<file path="src/verilog/flash_gate_pkg.sv">
// Purpose: Shared types and constants for the flash security gate.
// Assumes: One clock domain; commands arrive as one-cycle requests.
// Notes: Security settings are held in a small register image module that clears on reset.
package flash_gate_pkg;

    // ----------------------------------------------------------------
    // Command encodings
    // ----------------------------------------------------------------
    typedef enum logic [1:0] {
        CMD_ERASE    = 2'h0,
        CMD_WRITE    = 2'h1,
        CMD_SET_SEC  = 2'h2,
        CMD_CLR_WPRO = 2'h3
    } cmd_t;

    typedef enum logic [2:0] {
        ANS_DONE       = 3'h0,
        ANS_DENY_ERASE = 3'h1,
        ANS_DENY_WRITE = 3'h2,
        ANS_DENY_BOOT  = 3'h3,
        ANS_DENY_CLEAR = 3'h4
    } ans_t;

    // ----------------------------------------------------------------
    // Security setting layout
    // ----------------------------------------------------------------
    localparam int SEC_W = 3;
    localparam int SEC_ERASE_PRO_BIT = 0;
    localparam int SEC_WRITE_PRO_BIT = 1;
    localparam int SEC_BOOT_PRO_BIT = 2;
    localparam logic [2:0] SEC_RESET = 3'h0;
    localparam int BLOCK_W = 8;

    typedef struct packed {
        cmd_t cmd;
        logic self_prog;
        logic [7:0] block;
        logic [2:0] sec_bits;
    } req_t;

    typedef struct packed {
        logic valid;
        logic granted;
        ans_t code;
    } resp_t;

endpackage : flash_gate_pkg

</file>
<file path="src/verilog/flash_security_gate.sv">
// Purpose: Decides whether flash erase, write and security commands are carried out.
// Assumes: Requests are one-cycle pulses from logic on the same clock.
// Notes: Self-programming protection otherwise comes from a separate window unit.
`timescale 1ns/1ps
module flash_security_gate #(
    parameter int BOOT_BLOCKS = 1
) (
    input wire logic clk_sys_i,
    input wire logic rst_n_i,
    input wire logic req_valid_i,
    input flash_gate_pkg::req_t req_i,
    input wire logic code_blank_i,
    input wire logic data_blank_i,
    output flash_gate_pkg::resp_t resp_o,
    output logic do_erase_o,
    output logic do_write_o,
    output logic [flash_gate_pkg::BLOCK_W-1:0] block_o,
    output logic [flash_gate_pkg::SEC_W-1:0] sec_o
);
    import flash_gate_pkg::*;

    // ----------------------------------------------------------------
    // Parameter checks
    // ----------------------------------------------------------------
    // The boot area starts at block 0 and must fit inside the block index,
    // otherwise boot protection could never be reached or would cover nothing.
    if (BOOT_BLOCKS < 1) begin : g_boot_too_small
        $error("BOOT_BLOCKS must be at least one");
    end
    if (BOOT_BLOCKS > (1 << BLOCK_W)) begin : g_boot_too_large
        $error("BOOT_BLOCKS exceeds the block index range");
    end
    // Three setting bits are decoded below at fixed places.
    if (SEC_W < 3) begin : g_sec_too_narrow
        $error("SEC_W must hold three setting bits");
    end

    // ----------------------------------------------------------------
    // Settings image
    // ----------------------------------------------------------------
    logic [SEC_W-1:0] sec_cur;
    logic sec_wr;
    logic [SEC_W-1:0] sec_next;

    // The image resets to all clear; settings are raised only through the
    // set command, so a fresh part starts without any protection.
    sec_store #(.WIDTH(SEC_W)) u_store (
        .clk_sys_i(clk_sys_i),
        .rst_n_i(rst_n_i),
        .wr_en_i(sec_wr),
        .wr_data_i(sec_next),
        .rd_data_o(sec_cur)
    );

    function automatic logic in_boot(input logic [BLOCK_W-1:0] blk);
        in_boot = (32'(blk) < BOOT_BLOCKS);
    endfunction : in_boot

    // ----------------------------------------------------------------
    // Helpers
    // ----------------------------------------------------------------
    // The erase and write prohibitions bind only while an external programmer
    // drives the sequencer; firmware relies on its own protected window instead.
    function automatic logic mode_blocks(input logic pro, input logic self_prog);
        mode_blocks = pro && !self_prog;
    endfunction : mode_blocks

    // Clearing the write prohibition is the only way a setting bit can drop,
    // so every condition for it is gathered in this one place.
    function automatic logic clear_ok(
        input logic [SEC_W-1:0] sec,
        input logic self_prog,
        input logic code_blank,
        input logic data_blank
    );
        clear_ok = !self_prog
            && !sec[SEC_ERASE_PRO_BIT]
            && !sec[SEC_BOOT_PRO_BIT]
            && code_blank
            && data_blank;
    endfunction : clear_ok

    function automatic logic [SEC_W-1:0] drop_write_pro(input logic [SEC_W-1:0] sec);
        drop_write_pro = sec & ~(SEC_W'(1) << SEC_WRITE_PRO_BIT);
    endfunction : drop_write_pro

    // ----------------------------------------------------------------
    // Request decode
    // ----------------------------------------------------------------
    // Fields are meaningful only while the strobe is high; every action below
    // is qualified by it, so idle values on the request bus can never act.
    logic take_any;
    logic take_erase;
    logic take_write;

    assign take_any = req_valid_i;
    assign take_erase = req_valid_i && req_i.cmd == CMD_ERASE;
    assign take_write = req_valid_i && req_i.cmd == CMD_WRITE;

    // ----------------------------------------------------------------
    // Decision
    // ----------------------------------------------------------------
    logic erase_pro;
    logic write_pro;
    logic boot_pro;
    logic grant;
    ans_t code;

    assign erase_pro = sec_cur[SEC_ERASE_PRO_BIT];
    assign write_pro = sec_cur[SEC_WRITE_PRO_BIT];
    assign boot_pro = sec_cur[SEC_BOOT_PRO_BIT];

    // Boot protection is judged first in every mode, so a boot-area request
    // reports the boot denial even when a serial prohibition also applies.
    always_comb begin
        grant = 1'b1;
        code = ANS_DONE;
        sec_wr = 1'b0;
        sec_next = sec_cur;
        unique case (req_i.cmd)
            CMD_ERASE: begin
                if (boot_pro && in_boot(req_i.block)) begin
                    grant = 1'b0;
                    code = ANS_DENY_BOOT;
                end else if (mode_blocks(erase_pro, req_i.self_prog)) begin
                    grant = 1'b0;
                    code = ANS_DENY_ERASE;
                end
            end
            CMD_WRITE: begin
                if (boot_pro && in_boot(req_i.block)) begin
                    grant = 1'b0;
                    code = ANS_DENY_BOOT;
                end else if (mode_blocks(write_pro, req_i.self_prog)) begin
                    grant = 1'b0;
                    code = ANS_DENY_WRITE;
                end
            end
            CMD_SET_SEC: begin
                // Setting is additive only, so sticky bits can never drop here.
                sec_wr = req_valid_i;
                sec_next = sec_cur | req_i.sec_bits;
            end
            CMD_CLR_WPRO: begin
                if (!clear_ok(sec_cur, req_i.self_prog,
                        code_blank_i, data_blank_i)) begin
                    grant = 1'b0;
                    code = ANS_DENY_CLEAR;
                end else begin
                    sec_wr = req_valid_i;
                    sec_next = drop_write_pro(sec_cur);
                end
            end
        endcase
    end

    // ----------------------------------------------------------------
    // Registered answer
    // ----------------------------------------------------------------
    // The answer stands for exactly one cycle after each request; an idle
    // cycle returns to the all-zero word so a stale denial cannot linger.
    always_ff @(posedge clk_sys_i or negedge rst_n_i) begin
        if (!rst_n_i) begin
            resp_o <= '0;
        end else begin
            resp_o.valid <= take_any;
            resp_o.granted <= take_any && grant;
            resp_o.code <= take_any ? code : ANS_DONE;
        end
    end

    // Action pulses reach the sequencer only for granted erase and write
    // requests; security commands never start a flash operation.
    always_ff @(posedge clk_sys_i or negedge rst_n_i) begin
        if (!rst_n_i) begin
            do_erase_o <= 1'b0;
        end else begin
            do_erase_o <= take_erase && grant;
        end
    end

    always_ff @(posedge clk_sys_i or negedge rst_n_i) begin
        if (!rst_n_i) begin
            do_write_o <= 1'b0;
        end else begin
            do_write_o <= take_write && grant;
        end
    end

    // The block address holds between requests so the sequencer may read it
    // for as long as its operation runs.
    always_ff @(posedge clk_sys_i or negedge rst_n_i) begin
        if (!rst_n_i) begin
            block_o <= '0;
        end else if (take_any) begin
            block_o <= req_i.block;
        end
    end

    // ----------------------------------------------------------------
    // Settings mirror
    // ----------------------------------------------------------------
    // The visible copy is loaded on the same edge as the image, so it never
    // shows a value that the store does not hold.
    always_ff @(posedge clk_sys_i or negedge rst_n_i) begin
        if (!rst_n_i) begin
            sec_o <= SEC_RESET;
        end else begin
            sec_o <= sec_wr ? sec_next : sec_cur;
        end
    end
endmodule : flash_security_gate

</file>
<file path="src/verilog/sec_store.sv">
// Purpose: Holds the current security settings image.
// Assumes: Writes come from the gate only, on the system clock.
// Notes: Read data always comes from a register.
`timescale 1ns/1ps
module sec_store #(
    parameter int WIDTH = 3
) (
    input wire logic clk_sys_i,
    input wire logic rst_n_i,
    input wire logic wr_en_i,
    input wire logic [WIDTH-1:0] wr_data_i,
    output logic [WIDTH-1:0] rd_data_o
);
    if (WIDTH < 3) begin : g_width_too_small
        $error("sec_store needs at least three bits");
    end

    always_ff @(posedge clk_sys_i or negedge rst_n_i) begin
        if (!rst_n_i) begin
            rd_data_o <= '0;
        end else if (wr_en_i) begin
            rd_data_o <= wr_data_i;
        end
    end
endmodule : sec_store
</file>
<file path="config.mk">
export PLATFORM = sky130hd
export DESIGN_NAME = flash_security_gate
export DESIGN_NICKNAME = d
export VERILOG_FILES = /design/src/verilog/flash_gate_pkg.sv /design/src/verilog/flash_security_gate.sv /design/src/verilog/sec_store.sv
export SDC_FILE = /design/constraint.sdc
export NUM_CORES = 1
export LEC_CHECK = 0
export ABC_AREA = 0
export BUFFER_PORTS_ARGS = -buffer_cell sky130_fd_sc_hd__buf_2
export CAP_MARGIN = 20
export CORE_UTILIZATION = 46
export DETAILED_ROUTE_END_ITERATION = 6
export PLACE_DENSITY = 0.84
export REMOVE_ABC_BUFFERS = 1
export SETUP_SLACK_MARGIN = 0.3
export SYNTH_ARGS = -nofsm -noshare
export SYNTH_HDL_FRONTEND = slang
export SYNTH_SLANG_ARGS = --single-unit
export TNS_END_PERCENT = 10
</file>
<file path="constraint.sdc">
create_clock -name clk_sys_i -period 2.6 [get_ports clk_sys_i]
set_input_delay 0.13 -clock clk_sys_i [delete_from_list [all_inputs] [get_ports clk_sys_i]]
set_output_delay 0.13 -clock clk_sys_i [all_outputs]
set_load 0.02 [all_outputs]
</file>
======== After elaboration in Yosys (flattened, before gate mapping) ========
Cells that the tools add are included.
cells by class
  order comparisons ....................... 1
  equal/unequal tests ..................... 4
  multiplexer cells ....................... 18
  bitwise operators ....................... 2
  reduce and logical (&&, ||, !) cells .... 19
operators with widths
  cell                                                                           number
  1-bit logical AND                                                              12
  3-bit two-way mux                                                              3
  3-bit one-hot mux with 3 select lines                                          1
  8-bit by 1-bit less-than comparator with 1-bit output (second input constant)  1
  2-bit two-way mux                                                              4
  1-bit two-way mux                                                              7
  3-bit one-hot mux with 2 select lines                                          1
  3-bit AND reduction                                                            2
  2-bit equality test (second input constant)                                    2
  1-bit logical NOT                                                              3
  3-bit OR                                                                       1
  1-bit one-hot mux with 3 select lines                                          1
  2-bit by 1-bit equality test with 1-bit output (second input constant)         1
  2-bit logical NOT                                                              1
  2-bit != test (second input constant)                                          1
  1-bit one-hot mux with 2 select lines                                          1
  2-bit nonzero test                                                             1
  1-bit inverter                                                                 1
storage, ports and cells
  bits in registers ....................... 18
  bits of input ports ..................... 19
  output and inout bits ................... 18
  logic and storage cells ................. 52

======== Depth between registers and ports, before layout ========
  word-level depth ........................ 8
  mapped depth ............................ 3
  gate-level depth less buffers ........... 3

======== By module ========
Synthesis repeated with hierarchy kept, for this count alone.
second synthesis, totals
  cell total of the unflattened synthesis .. 69
  area total of the unflattened synthesis .. 912.1 sq um
by module, submodules not included
  module               instances  cells each  area an instance (sq um)  seq. area each (sq um)
  flash_security_gate  1          63          803.3                     450.4
  sec_store            1          6           108.9                     75.1

======== Least setup slack after synthesis ========
Ideal clock, no wire load.
  path type ............................... reg2reg
  start ................................... reg, netlist name sec_o[0]
  end ..................................... reg sec_o[1] (netlist bit)
  library setup time ...................... 134 ps
  arrival time ............................ 1105 ps
  data required time ...................... 2466 ps
  setup slack ............................. 1361 ps
  stages on the path, launching flop included .. 4
  buffers on the path ..................... 0
  clock period less this slack ............ 1239 ps
  path through ............................ dfrtp_1 or2_1 o41ai_1 o21ai_1
RTL lines
  item                    RTL line                    source
  end signal: assignment  flash_security_gate.sv:209  sec_o <= sec_wr ? sec_next : sec_cur;
  end: declaration        flash_security_gate.sv:18   output logic [flash_gate_pkg::SEC_W-1:0] sec_o

==> summary.md <==
| Metric | Value |
|---|---|
| Outcome | complete, no violations |
| Maximum VDD drop | between 0.4 and 0.5 mV |
| Area growth, synth to finish | 33.3% |
| CP required | between 2 and 3 ns |
| Full die area | approximately 1700 um^2 |
| Critical Path Fanout Max | 5 |
| Clk root buf | clkbuf_4 |
| GRT Total Usage | 0.173 |
| PwrDens | 595 nW/um^2 |
| Buffers on Ports | 36 |
| Max Root-Sink Buffers | 2 |
| DP Wirelength | 1.05 mm |
| Final nets | 114 |
| Detailed Route Iter0 Violations | 13 |
| Die width | between 40 and 50 um |
| Slew HR | 0.745 |
| Routed length per placed instance | 12.7 um |
| CTS tree | yes |
| Vias in the first global route | 539 |
| Avg Synthesized Cell Area | roughly 13 um^2 |
| Final cycle utilization of the critical path | 0.462 |
| Final Max Slew Viols | 0 |
| Total power | 0.000572 W |
| Pleak | 0.469 nW |
| Initial Util | 0.522 |
| FP Rows | 13 |
| DRT antenna net count | 0 |
| CTS buffer count | 3 |
| Via count | 582 |
| Most common cell after layout, fill and taps aside | buf_2 |
| Post-Syn Area | around 720 um^2 |
| Die Y | 41.6 um |
| First-pass GRT wire length | 2.29 mm |
| Placed instance area | 916 um^2 |
| Final antenna diode count | 0 |
| Setup violations, final | 0 |
| Clock tree sinks | 18 |
| Most frequent cells in the layout | buf_2 (36), dfrtp_1 (18), mux2_2 (8) |
| Hold WS | between 0.03 and 0.04 ns |
| Clock transition at the registers of the reported paths | 0.10 ns |
| Vias per cell | between 5 and 6 |
| Fin worst setup slack | between 1 and 1.5 ns |
| Fin area | 962 um^2 |
| Congestion Overflow GR | 0 |
| DRT Wirelength | 1.38 mm |
| Top Ports | 37 |
| Part of the Yosys area used for sequential elements | 0.624 |
| RSZ-0062 raised after global routing | false |
| # hold bufs at CTS | 1 |
| Initial antenna violation count | 0 |
| Crit path time final | around 1.2 ns |
| Critical path arrival | 1.38 ns |
| Post-synthesis cell count | 54 |
| Crit start category | register |
| DRC violations left | 0 |
| Actual transition at the worst max-transition pin | 0.382 ns |
| Setup_tns | 0 ns |
| Class of the worst hold path | input pin to register |
| Worst Clk Skew | ~0.011 ns |
| Layout cells sized above 1 | 0.521 |
| H-Tree Depth | 1 |
| Final Hold Vio Count | 0 |
| Clock insertion delay at the later pin of the skew report | approximately 0.29 ns |
| CORE AREA | 1380 um^2 |
| Resized cells post-CTS | 0 |
| Synth unique cells | 22 |
| Max-cap violations | 0 |
| DR pass1 iterations | 5 |
| Achievable Freq | 833 MHz |
| Seq cells post-synth | 18 |
| Setup Fix Bufs, Post-CTS | 0 |
| Largest net degree at the start of global routing | 19 |
| Yosys Warn Count | 0 |
| Worst setup EP type | register |
| Pre-CTS setup slack | about 1.4 ns |
| RePlAce Congestion | 0.813 |
| WS Path Type | register to register |
## cell type report
cell class,count,area [um^2]
fillers,105,420
well taps,15,18.8
inverters,1,3.75
clock buffers,4,36.3
repair buffers,37,190
flip-flops and latches,18,450
multi-input cells,34,263
## path summary, 6_finish.rpt
path                            startpoint          to  slack [ns]  cells past startpoint
worst max register to register    sec_o[0]    sec_o[1]        1.40                      3
min in group asynchronous          rst_n_i  do_erase_o        0.27                      2
worst min-delay path              req_i[2]    sec_o[2]        0.03                      2
worst min register to register  block_o[5]  block_o[5]        0.51                      1
max in group asynchronous          rst_n_i  block_o[2]        2.04                      2
worst max-delay path              sec_o[0]    sec_o[1]        1.40                      3
## cell families after synthesis
group                  Yosys count  synth area share
AO/OA/AOI/OAI                   10             0.101
buffers and inverters            2            0.0121
flip-flops                      18             0.624
multiplexers                     9             0.140
AND/OR/NAND/NOR                 15             0.123
## report_power, final
part,internal (W),switching (W)
sequential,0.000298,0.00000838
clock,0.0000852,0.0000830
combinational,0.0000410,0.0000562
## cell usage after synthesis
cell type / number / area (um^2)
o41ai_1: 1 / 8.76
nor2_1: 2 / 7.51
buf_2: 1 / 5.00
o21ai_1: 1 / 5.00
nor4_1: 1 / 6.26
nand4b_1: 1 / 8.76
a31oi_1: 1 / 6.26
nor2b_1: 2 / 12.5
nor3_1: 1 / 5.00
a21o_1: 2 / 15.0
inv_1: 1 / 3.75
or2_1: 1 / 6.26
a21oi_1: 3 / 15.0
nand2_1: 3 / 11.3
a32o_1: 1 / 10.0
dfrtp_1: 18 / 450
mux2_1: 1 / 11.3
mux2_2: 8 / 90.1
nand2b_1: 2 / 12.5
nor4bb_1: 1 / 10.0
nor4b_1: 1 / 8.76
o31ai_2: 1 / 12.5
## per-stage QoR
| step | std cells | util |
|---|---|---|
| after global placement | 104 | 0.662 |
| after detailed placement | 104 | 0.662 |
| after global routing | 109 | 0.696 |
| after floorplan | 53 | - |
| final | 109 | 0.696 |
| after CTS | 109 | 0.696 |
## per-layer routing
metal  global-route usage  share of wire  vias up  wire length [um]
met5                    0              0        -                 0
met4               0.0774          0.011        0                15
met3               0.0478          0.074        2               103
met2                0.291           0.50       24               693
met1                0.204           0.41      280               571
li1                     -              -      276                 -
## critical path, cell delays in order (launching register included)
cell     delay [ns]
dfrtp_1        0.42
or2_1          0.24
o41ai_1        0.32
o21ai_1        0.11
## flip-flops by register name, summed over array words and instances (netlist names)
register    count
block_o         8
do_write_o      1
resp_o          5
sec_o           3
do_erase_o      1
Note: power is estimated with default switching activity, not from simulation.
